File: src/verilog/step_cfg_map.vh
// Purpose: offsets, field positions, reset values and timing counts for the step config bank
// Assumes: 16-bit registers on a plain address/strobe port
// Notes: step two offset 92h, step three offset 93h
`ifndef STEP_CFG_MAP_VH
`define STEP_CFG_MAP_VH

// register offsets (8-bit address)
`define STEP_TWO_CFG_ADDR 8'h92
`define STEP_THREE_CFG_ADDR 8'h93
`define STEP_CTRL_ADDR 8'ha0
`define STEP_STATUS_ADDR 8'ha1

// reset values
`define STEP_TWO_CFG_RST 16'h0002
`define STEP_THREE_CFG_RST 16'h0003

// field positions
`define STEP_EN_BIT 15
`define STEP_GAIN_HI 14
`define STEP_GAIN_LO 13
`define STEP_NEG_BIT 4
`define STEP_POS_HI 3
`define STEP_POS_LO 0

// writable bits of a step register
`define STEP_CFG_WMASK 16'he01f

// gain codes driven to the converter
`define GAIN_X1 2'h0
`define GAIN_X2 2'h1
`define GAIN_X4 2'h2

// positive codes at and above this choose their own negative input
`define POS_AUTO_NEG_FIRST 4'h8

// negative input codes driven to the converter
`define NEG_GROUND 2'h0
`define NEG_INPUT_SEVEN 2'h1
`define NEG_AUTO 2'h2

// conversion time per step: 1000 ns at a 40 ns clock, sized for the counter
`define CONV_CYCLES 10'h019

`endif

File: src/verilog/step_cfg_decode.v
// Purpose: turn one stored step register into converter selections
// Assumes: input from a register on the same clock
// Notes: outputs are registered
`timescale 1ns/100ps
`include "step_cfg_map.vh"

module step_cfg_decode (
   // clock and reset
   input wire mclk_i,
   input wire rst_b_i,
   // stored step register
   input wire [15:0] cfg_i,
   // decoded selections
   output reg enable_o,
   output reg [1:0] gain_o,
   output reg [1:0] neg_sel_o,
   output reg [3:0] pos_sel_o
);

   wire [3:0] pos_code;
   reg [1:0] gain_nxt;
   reg [1:0] neg_nxt;

   assign pos_code = cfg_i[`STEP_POS_HI:`STEP_POS_LO];

   // gain and negative input decode
   always @* begin
      case (cfg_i[`STEP_GAIN_HI:`STEP_GAIN_LO])
         2'h0: gain_nxt = `GAIN_X1;
         2'h1: gain_nxt = `GAIN_X2;
         default: gain_nxt = `GAIN_X4; // both 10b and 11b
      endcase
      if (pos_code >= `POS_AUTO_NEG_FIRST) begin
         neg_nxt = `NEG_AUTO; // negative bit ignored
      end else if (cfg_i[`STEP_NEG_BIT]) begin
         neg_nxt = `NEG_INPUT_SEVEN;
      end else begin
         neg_nxt = `NEG_GROUND;
      end
   end

   // registered selections
   always @(posedge mclk_i or negedge rst_b_i) begin
      if (!rst_b_i) begin
         enable_o <= 1'b0;
         gain_o <= `GAIN_X1;
         neg_sel_o <= `NEG_GROUND;
         pos_sel_o <= 4'h0;
      end else begin
         enable_o <= cfg_i[`STEP_EN_BIT];
         gain_o <= gain_nxt;
         neg_sel_o <= neg_nxt;
         pos_sel_o <= pos_code; // inputs 0..7, then internal sources
      end
   end

endmodule // step_cfg_decode

File: src/verilog/mux_adc_sequence_step_cfg.v
// Purpose: configuration registers for sequencer steps two and three of the monitor converter
// Assumes: one 25 MHz clock; host port with read data one cycle after the read strobe
// Notes: sequencer runs when run_en is set in the control register
// Notes: the step decode is fed the step held after each edge, so the
//    registered selections seen in pick always belong to the current step,
//    also right after a skipped step or a finished conversion
//
// Overview of operation
// - bit 15 enables the step in the sequence; reset value disables it
// - bits 14:13 pick gain: 00b gives 1, 01b gives 2, 10b/11b give 4
// - bit 4 picks negative input: 0b analog ground, 1b analog input seven
// - bits 3:0 codes 0000b..0111b select analog inputs zero..seven
// - code 1000b temperature sensor, 1001b internal short; negative picked automatically
// - codes 1010b..1111b select internal monitors with automatic negative input
// - negative select bit ignored whenever positive code picks its own negative
// - step three register at 93h, resets to 0003h
//
// The implementer's own choice: the plain strobed port.
`timescale 1ns/100ps
`include "step_cfg_map.vh"

module mux_adc_sequence_step_cfg (
   // clock and reset
   input wire mclk_i,
   input wire rst_b_i,
   // host register port
   input wire [7:0] addr_i,
   input wire [15:0] wdata_i,
   input wire wr_i,
   input wire rd_i,
   output reg [15:0] rdata_o,
   // converter selections
   output reg conv_start_o,
   output reg [1:0] conv_gain_o,
   output reg [1:0] conv_neg_sel_o,
   output reg [3:0] conv_pos_sel_o,
   output reg [1:0] conv_step_o
);

   // states
   localparam ST_IDLE = 3'b001;
   localparam ST_PICK = 3'b010;
   localparam ST_CONV = 3'b100;

   // reset synchroniser
   reg rst_meta_r;
   reg rst_sync_r;
   wire rst_b;

   // stored step registers and run control
   reg [15:0] step_two_r;
   reg [15:0] step_three_r;
   reg run_en_r;

   // sequencer state
   reg [2:0] state_r;
   reg [2:0] state_nxt;
   reg cur_step_r;
   reg cur_step_nxt;
   reg start_nxt;

   // conversion timing and count of started conversions
   reg [9:0] conv_cnt_r;
   reg [9:0] conv_cnt_nxt;
   reg [7:0] done_cnt_r;

   // register of the step held next cycle, and its registered decode
   wire [15:0] cur_cfg;
   wire dec_en;
   wire [1:0] dec_gain;
   wire [1:0] dec_neg;
   wire [3:0] dec_pos;

   // reset release through two flip-flops
   always @(posedge mclk_i or negedge rst_b_i) begin
      if (!rst_b_i) begin
         rst_meta_r <= 1'b0;
         rst_sync_r <= 1'b0;
      end else begin
         rst_meta_r <= 1'b1;
         rst_sync_r <= rst_meta_r;
      end
   end
   assign rst_b = rst_sync_r;

   // register writes, reserved bits kept zero
   always @(posedge mclk_i or negedge rst_b) begin
      if (!rst_b) begin
         step_two_r <= `STEP_TWO_CFG_RST;
         step_three_r <= `STEP_THREE_CFG_RST;
         run_en_r <= 1'b0;
      end else if (wr_i) begin
         if (addr_i == `STEP_TWO_CFG_ADDR) begin
            step_two_r <= wdata_i & `STEP_CFG_WMASK;
         end
         if (addr_i == `STEP_THREE_CFG_ADDR) begin
            step_three_r <= wdata_i & `STEP_CFG_WMASK;
         end
         if (addr_i == `STEP_CTRL_ADDR) begin
            run_en_r <= wdata_i[0];
         end
      end
   end

   // read data, unmapped reads zero
   always @(posedge mclk_i or negedge rst_b) begin
      if (!rst_b) begin
         rdata_o <= 16'h0000;
      end else if (rd_i) begin
         case (addr_i)
            `STEP_TWO_CFG_ADDR: rdata_o <= step_two_r;
            `STEP_THREE_CFG_ADDR: rdata_o <= step_three_r;
            `STEP_CTRL_ADDR: rdata_o <= {15'h0000, run_en_r};
            `STEP_STATUS_ADDR: rdata_o <= {done_cnt_r, 2'h0, cur_step_r, state_r, 2'h0};
            default: rdata_o <= 16'h0000;
         endcase
      end else begin
         rdata_o <= 16'h0000;
      end
   end

   // decode runs one cycle ahead: fed the step the sequencer holds after
   // this edge, so pick never acts on the settings of the previous step
   // after a skip, a finished conversion or a fresh start from idle
   assign cur_cfg = cur_step_nxt ? step_three_r : step_two_r;

   step_cfg_decode u_decode (
      .mclk_i(mclk_i),
      .rst_b_i(rst_b),
      .cfg_i(cur_cfg),
      .enable_o(dec_en),
      .gain_o(dec_gain),
      .neg_sel_o(dec_neg),
      .pos_sel_o(dec_pos)
   );

   // sequencer: decode settles in pick, then convert or skip
   always @* begin
      state_nxt = state_r;
      cur_step_nxt = cur_step_r;
      conv_cnt_nxt = conv_cnt_r;
      start_nxt = 1'b0;
      case (state_r)
         // idle: wait for run enable, always start at step two
         ST_IDLE: begin
            if (run_en_r) begin
               state_nxt = ST_PICK;
               cur_step_nxt = 1'b0;
            end
         end
         // pick: decode of the current step is settled here
         ST_PICK: begin
            if (dec_en) begin
               state_nxt = ST_CONV; // enabled step converts
               start_nxt = 1'b1;
               conv_cnt_nxt = `CONV_CYCLES - 10'h001;
            end else begin
               cur_step_nxt = ~cur_step_r; // disabled step skipped
               state_nxt = run_en_r ? ST_PICK : ST_IDLE;
            end
         end
         // conv: count down the conversion time, then move to the other step
         ST_CONV: begin
            if (conv_cnt_r == 10'h000) begin
               cur_step_nxt = ~cur_step_r;
               state_nxt = run_en_r ? ST_PICK : ST_IDLE;
            end else begin
               conv_cnt_nxt = conv_cnt_r - 10'h001;
            end
         end
         default: begin
            state_nxt = ST_IDLE;
         end
      endcase
   end

   // sequencer registers and converter outputs
   always @(posedge mclk_i or negedge rst_b) begin
      if (!rst_b) begin
         state_r <= ST_IDLE;
         cur_step_r <= 1'b0;
         conv_cnt_r <= 10'h000;
         done_cnt_r <= 8'h00;
         conv_start_o <= 1'b0;
         conv_gain_o <= `GAIN_X1;
         conv_neg_sel_o <= `NEG_GROUND;
         conv_pos_sel_o <= 4'h0;
         conv_step_o <= 2'h0;
      end else begin
         state_r <= state_nxt;
         cur_step_r <= cur_step_nxt;
         conv_cnt_r <= conv_cnt_nxt;
         conv_start_o <= start_nxt;
         if (start_nxt) begin
            conv_gain_o <= dec_gain; // stored settings applied
            conv_neg_sel_o <= dec_neg;
            conv_pos_sel_o <= dec_pos;
            conv_step_o <= {1'b1, cur_step_r};
            done_cnt_r <= done_cnt_r + 8'h01;
         end
      end
   end

endmodule // mux_adc_sequence_step_cfg

File: config.mk
export PLATFORM = sky130hd
export DESIGN_NAME = mux_adc_sequence_step_cfg
export DESIGN_NICKNAME = d
export VERILOG_FILES = /design/src/verilog/step_cfg_decode.v /design/src/verilog/mux_adc_sequence_step_cfg.v
export VERILOG_INCLUDE_DIRS = /design/src /design/src/verilog
export SDC_FILE = /design/constraint.sdc
export NUM_CORES = 1
export LEC_CHECK = 0
export CORE_UTILIZATION = 45
export CTS_CLUSTER_DIAMETER = 120
export CTS_CLUSTER_SIZE = 20
export DETAILED_ROUTE_END_ITERATION = 16
export DONT_BUFFER_PORTS = 1
export SLEW_MARGIN = 25
export SYNTH_ARGS = -nofsm -noshare
export SYNTH_HDL_FRONTEND = slang
export SYNTH_SLANG_ARGS = --single-unit
export TNS_END_PERCENT = 20
File: constraint.sdc
create_clock -name mclk_i -period 2.7 [get_ports mclk_i]
set_clock_uncertainty 0.1 [all_clocks]
set_input_delay 0.405 -clock mclk_i [delete_from_list [all_inputs] [get_ports mclk_i]]
set_output_delay 0.405 -clock mclk_i [all_outputs]
set_load 0.05 [all_outputs]
* After elaboration in Yosys (flattened, before gate mapping) *
Cells that the tools add are included.

storage, ports and cells
  register bits = 77
  output and inout bits = 27
  logic and storage cells = 63

cells by class
  multiplexer cells = 20
  reduce and logical (&&, ||, !) cells = 8
  add/subtract/negate cells = 2
  $lt $le $gt $ge = 1
  equal/unequal tests = 12
  bitwise gates (word level) = 1

operators with widths
  kind                                                      count
  one-hot mux 16 bit (4 select lines)                       1
  == test 8 bit, second input constant                      4
  2-to-1 mux 16 bit                                         2
  2-to-1 mux 10 bit                                         2
  one-hot mux 10 bit (2 select lines)                       1
  logical NOT 10 bit                                        1
  subtractor 10 x 1 -> 10 bit, second input constant        1
  2-to-1 mux 3 bit                                          3
  one-hot mux 3 bit (3 select lines)                        1
  adder 8 x 1 -> 8 bit, second input constant               1
  AND reduction 2 bit                                       4
  2-to-1 mux 1 bit                                          6
  inequality test 2 bit, second input constant              3
  greater-or-equal comparator 4 bit, second input constant  1
  2-to-1 mux 2 bit                                          2
  one-hot mux 2 bit (2 select lines)                        1
  == test 3 x 1 -> 1 bit, second input constant             1
  == test 3 x 2 -> 1 bit, second input constant             1
  == test 3 bit, second input constant                      1
  one-hot mux 1 bit (3 select lines)                        1
  AND reduction 3 bit                                       1
  == test 2 x 1 -> 1 bit, second input constant             1
  logical NOT 2 bit                                         1
  inequality test 2 x 1 -> 1 bit, second input constant     1
  other kinds (2)                                           2

* Longest topological paths before layout *
  word-level depth = 6
  mapped depth = 7
  gate-level depth less buffers = 7

* Cells and area by module *
From an unflattened synthesis, not the netlist that was laid out.

unflattened totals
  cells, all modules = 274
  area, all modules = 3,170.5 µm²

by module, submodules not included
  module                     area each (µm²)  instances  cells each
  mux_adc_sequence_step_cfg  2,925.3          1          261
  step_cfg_decode            245.2            1          13

* Least setup slack after synthesis *
No wires, ideal clock.

  kind = reg2reg
  start point = register conv_cnt_r[0]
  end point = register u_decode.enable_o
  period minus slack after synthesis = 2,835 ps
  arrival time = 2,610 ps
  buffers on the path = 0
  setup time = 125 ps
  setup slack = -135 ps
  cell stages (with the launch flop) = 8
  path through = dfrtp_1 -> inv_1 -> ha_1 -> or4b_2 -> or4_4 -> and3b_4 -> nor3_4 -> mux2_2

between the ends
  cells in the longest elaborated chain, start to end = 4

RTL lines
  what                                RTL line                         source
  start: declaration                  mux_adc_sequence_step_cfg.v:63   reg [9:0] conv_cnt_r;
  start signal: assignment            mux_adc_sequence_step_cfg.v:192  conv_cnt_r <= conv_cnt_nxt;
  logical NOT 10 bit                  mux_adc_sequence_step_cfg.v:164  if (conv_cnt_r == 10'h000) begin
  2-to-1 mux 1 bit                    mux_adc_sequence_step_cfg.v:164
  one-hot mux 1 bit (3 select lines)  mux_adc_sequence_step_cfg.v:143  case (state_r)
  2-to-1 mux 16 bit                   mux_adc_sequence_step_cfg.v:125  assign cur_cfg = cur_step_nxt ? step_three_r : step_two_r;
  via cur_cfg[15]                     mux_adc_sequence_step_cfg.v:68   wire [15:0] cur_cfg;
  end signal: assignment              step_cfg_decode.v:50             enable_o <= cfg_i[`STEP_EN_BIT];
  end: declaration                    step_cfg_decode.v:14             output reg enable_o,

The timed path passes the listed nets, and every way through them passes these cells.
A chain may end at the register's enable or synchronous reset.

* Worst setup path in the final report *
  start point = register conv_cnt_r[1]
  end point = register u_decode.enable_o

The elaborated chain is that of the path after synthesis.

==> results by group <==
Clock tree
  • Clock sinks: 73
  • TritonCTS clock tree: built
  • PostCTS Resize Cnt: 0
  • CTS Buf Count: 9
  • Latest clock arrival within the worst-skew pair: 0.35 ns
  • CTS max path bufs: 2
  • CTS Hold Bufs: 1
  • Max H-tree Level: 3
  • Post-CTS Setup Inserts: 0
  • Root Buffer: clkbuf_8
  • Worst-path clk slew: 0.07 ns

Finish
  • Fraction of layout instances using a drive strength above 1: 0.267
  • Ant. Diodes: 0
  • Area grow syn2layout: 14.1%
  • Post-Route Utilization: 0.547
  • Nets@finish: 310

Power
  • Sw frac: 0.207
  • Sw power: 456 µW
  • Cell Int Power: 1750 µW
  • Clk pwr share: 0.449
  • Gate power share: 0.034
  • Flop pwr share: 0.517
  • Power density over cell area: 622 nW/µm²
  • Maximum vdd ir drop: 0.000345 V
  • P_leak: 0.00180 µW

Detailed routing
  • Via count: 1,966
  • Routed Antenna Nets: 0
  • Vias per inst: 5.43
  • DRC violation count after routing: 0
  • Drt pass-1 iters: 4
  • WL final: 5.80 mm
  • WL/cell: 16.0 µm
  • DRC violation total after the first TritonRoute iteration: 99

Floorplan
  • Std cell rows: 29
  • Core ar.: 6490 µm²
  • Die width: 85.1 µm
  • Die footprint: 7250 µm²
  • Initial Util: 0.479
  • Io pins: 55
  • Die height: 85.1 µm

Global routing
  • Largest net degree at the start of global routing: 43
  • Initial antenna violation count: 0
  • Total GRT Usage: 0.186
  • First-pass GRT wire length: 10.0 mm
  • Vias in the first global route: 2,040
  • Grt ovf: 0

Timing
  • Setup TNS: 0 ns
  • Unrepaired setup endpoints after global routing: false
  • Final Setup Violations: 0
  • Worst relative slew slack: 0.400
  • Least-Margin Pin Slew: 0.900 ns
  • Crit share post-route: 0.964
  • Hold Violations, Final: 0
  • Fmax: 384 MHz
  • Final Max Slew Viols: 0
  • Minimum clock period after layout: 2.60 ns

Setup path
  • R2R depth: 8
  • Worst r2r src: conv_cnt_r[1]$_DFFE_PN0P_
  • Nature of the critical path startpoint: register
  • Crit Path Max Fanout: 9
  • Worst EP required: 2.83 ns
  • Crit Path Category: reg2reg
  • Reg2reg setup slack: 0.1 ns
  • CP Capture Type: register
  • Crit path arrival time: 2.74 ns
  • Reg-to-Reg End: u_decode.enable_o$_DFF_PN0_

Yosys
  • Post-synth top cells: 69 x dfrtp_1, 32 x nand2_1, 31 x mux2_2
  • Ys Warns: 0
  • Avg Inst Size Synth: 11.8 µm²
  • Mapped Cells: 263
  • Number of synthesized flops with an enable pin: 0
  • Cell taking the most area after synthesis: dfrtp_1
  • Synth unique cells: 43
  • Seq/Total Area, Yosys: 0.589
  • Post-synth top flop: dfrtp_1
  • FFs w/ async S/R, synth: 1.00
  • Synth area leaders: dfrtp_1 56%, mux2_2 11%, nand2_1 3.9%
  • Yosys reg bits: 73
  • Count leader, synth: dfrtp_1
  • Mapped Area: 3110 µm²
  • Top-area cell type share of the netlist area: 0.555

Placement
  • Input/output buffers: 0
  • GP Congestion: 0.763
  • Detailed placement HPWL: 3.96 mm

Min path
  • Hold_sp: rd_i
  • Hold Path Sink: rdata_o[0]$_DFF_PN0_
  • Hold Crit Class: in2reg
  • Hold Path Depth: 1

Job
  • Max cap viols: 0

Run status
  • Outcome: complete, no violations
[how the worst max path moves through the flow]
stage | end | start | slack, ns | cells past startpoint
floorplan | u_decode.enable_o$_DFF_PN0_ | conv_cnt_r[5]$_DFFE_PN0P_ | 0.04 | 6
global placement | u_decode.gain_o[1]$_DFF_PN0_ | conv_cnt_r[1]$_DFFE_PN0P_ | 0.12 | 8
detailed placement | u_decode.gain_o[1]$_DFF_PN0_ | conv_cnt_r[1]$_DFFE_PN0P_ | 0.11 | 8
CTS | u_decode.gain_o[1]$_DFF_PN0_ | conv_cnt_r[1]$_DFFE_PN0P_ | 0.09 | 8
global route | u_decode.pos_sel_o[1]$_DFF_PN0_ | conv_cnt_r[1]$_DFFE_PN0P_ | 0.02 | 8
finish | u_decode.enable_o$_DFF_PN0_ | conv_cnt_r[1]$_DFFE_PN0P_ | 0.1 | 8
[flip-flops by register name, summed over array words and instances (netlist names)]
| signal | flops |
|---|---|
| u_decode.pos_sel_o | 3 |
| rdata_o | 14 |
| rst_meta_r | 1 |
| run_en_r | 1 |
| u_decode.enable_o | 1 |
| step_three_r | 8 |
| cur_step_r | 1 |
| conv_neg_sel_o | 2 |
| conv_step_o | 2 |
| conv_cnt_r | 10 |
| conv_pos_sel_o | 3 |
| step_two_r | 8 |
| state_r | 3 |
| rst_b | 1 |
| u_decode.gain_o | 2 |
| conv_gain_o | 2 |
| done_cnt_r | 8 |
| conv_start_o | 1 |
| u_decode.neg_sel_o | 2 |
[worst max-delay path, stage by stage (launching register included)]
cell and delay, ns:
dfrtp_1 0.41, inv_1 0.06, ha_1 0.17, or4b_4 0.47, or4_4 0.44, and3b_4 0.21, nor3_4 0.15, buf_12 0.16
mux2_2 0.33
[power by group through the flow]
stage,clock network (µW),logic [µW],registers [µW]
floorplan,0,53.8,1160
global placement,0,74.5,1160
detailed placement,0,75.2,1160
CTS,1010,77.1,1140
global route,1060,84.6,1150
finish,992,75.8,1140
[per-stage QoR]
stage / total power, µW / area [µm²] / std cells / setup slack [ns] / hold slack, ns
6_report: 2210 / 3550 / 362 / 0.0968 / 0.0980
5_1_grt: 2290 / 3550 / 362 / 0.0182 / 0.0806
4_1_cts: 2230 / 3550 / 362 / 0.0917 / 0.0913
3_5_place_dp: 1240 / 3300 / 345 / 0.109 / 0.00945
3_3_place_gp: 1240 / 3300 / 345 / 0.117 / 0.00945
2_1_floorplan: 1220 / 3120 / 264 / 0.0423 / 0.00941
[routing by layer]
| layer | wire length [µm] | global-route usage | vias up |
|---|---|---|---|
| met5 | 0 | 0 | - |
| li1 | - | - | 959 |
| met3 | 240 | 0.0593 | 9 |
| met2 | 2670 | 0.281 | 40 |
| met1 | 2790 | 0.248 | 958 |
| met4 | 96 | 0.0786 | 0 |
[final cells by class]
class / instances / area, µm²
Fill cell: 576 / 2950
Sequential cell: 73 / 1830
Multi-Input combinational cell: 172 / 1200
Clock buffer: 12 / 165
Timing Repair Buffer: 17 / 155
Tap cell: 77 / 96.3
Clock inverter: 4 / 73.8
Inverter: 7 / 26.3
[cells in the final DEF (no fill, tap or decap), types with 2 or more instances in the layout]
| cell | count |
|---|---|
| nand3b_1 | 2 |
| o21ai_0 | 5 |
| o31ai_1 | 3 |
| nor4_1 | 3 |
| nand3_1 | 9 |
| or3b_2 | 2 |
| buf_12 | 2 |
| nand4_1 | 2 |
| dfrtp_1 | 68 |
| buf_4 | 14 |
| conb_1 | 3 |
| nor2_1 | 12 |
| ha_1 | 2 |
| mux2_2 | 31 |
| bufinv_16 | 2 |
| dfstp_2 | 4 |
| inv_1 | 7 |
| or4_1 | 2 |
| a22oi_1 | 6 |
| nand2_1 | 32 |
| clkbuf_8 | 12 |
| nand2b_1 | 8 |
| xor2_1 | 2 |
| mux2i_1 | 3 |
| nor3_1 | 6 |
| and3_1 | 10 |
| a21oi_1 | 5 |
| o311ai_0 | 2 |
| xnor2_1 | 7 |
[cells by family after synthesis]
family                   Yosys count  synth area share
AO/OA/AOI/OAI                     27            0.0591
XOR/XNOR                           9            0.0253
buffers and inverters             19            0.0278
adder cells (fa/ha/maj)            2           0.00804
multiplexers                      34             0.122
AND/OR/NAND/NOR                   97             0.167
flip-flops                        73             0.589
other                              2           0.00241
(Power assumes the default switching activity.)
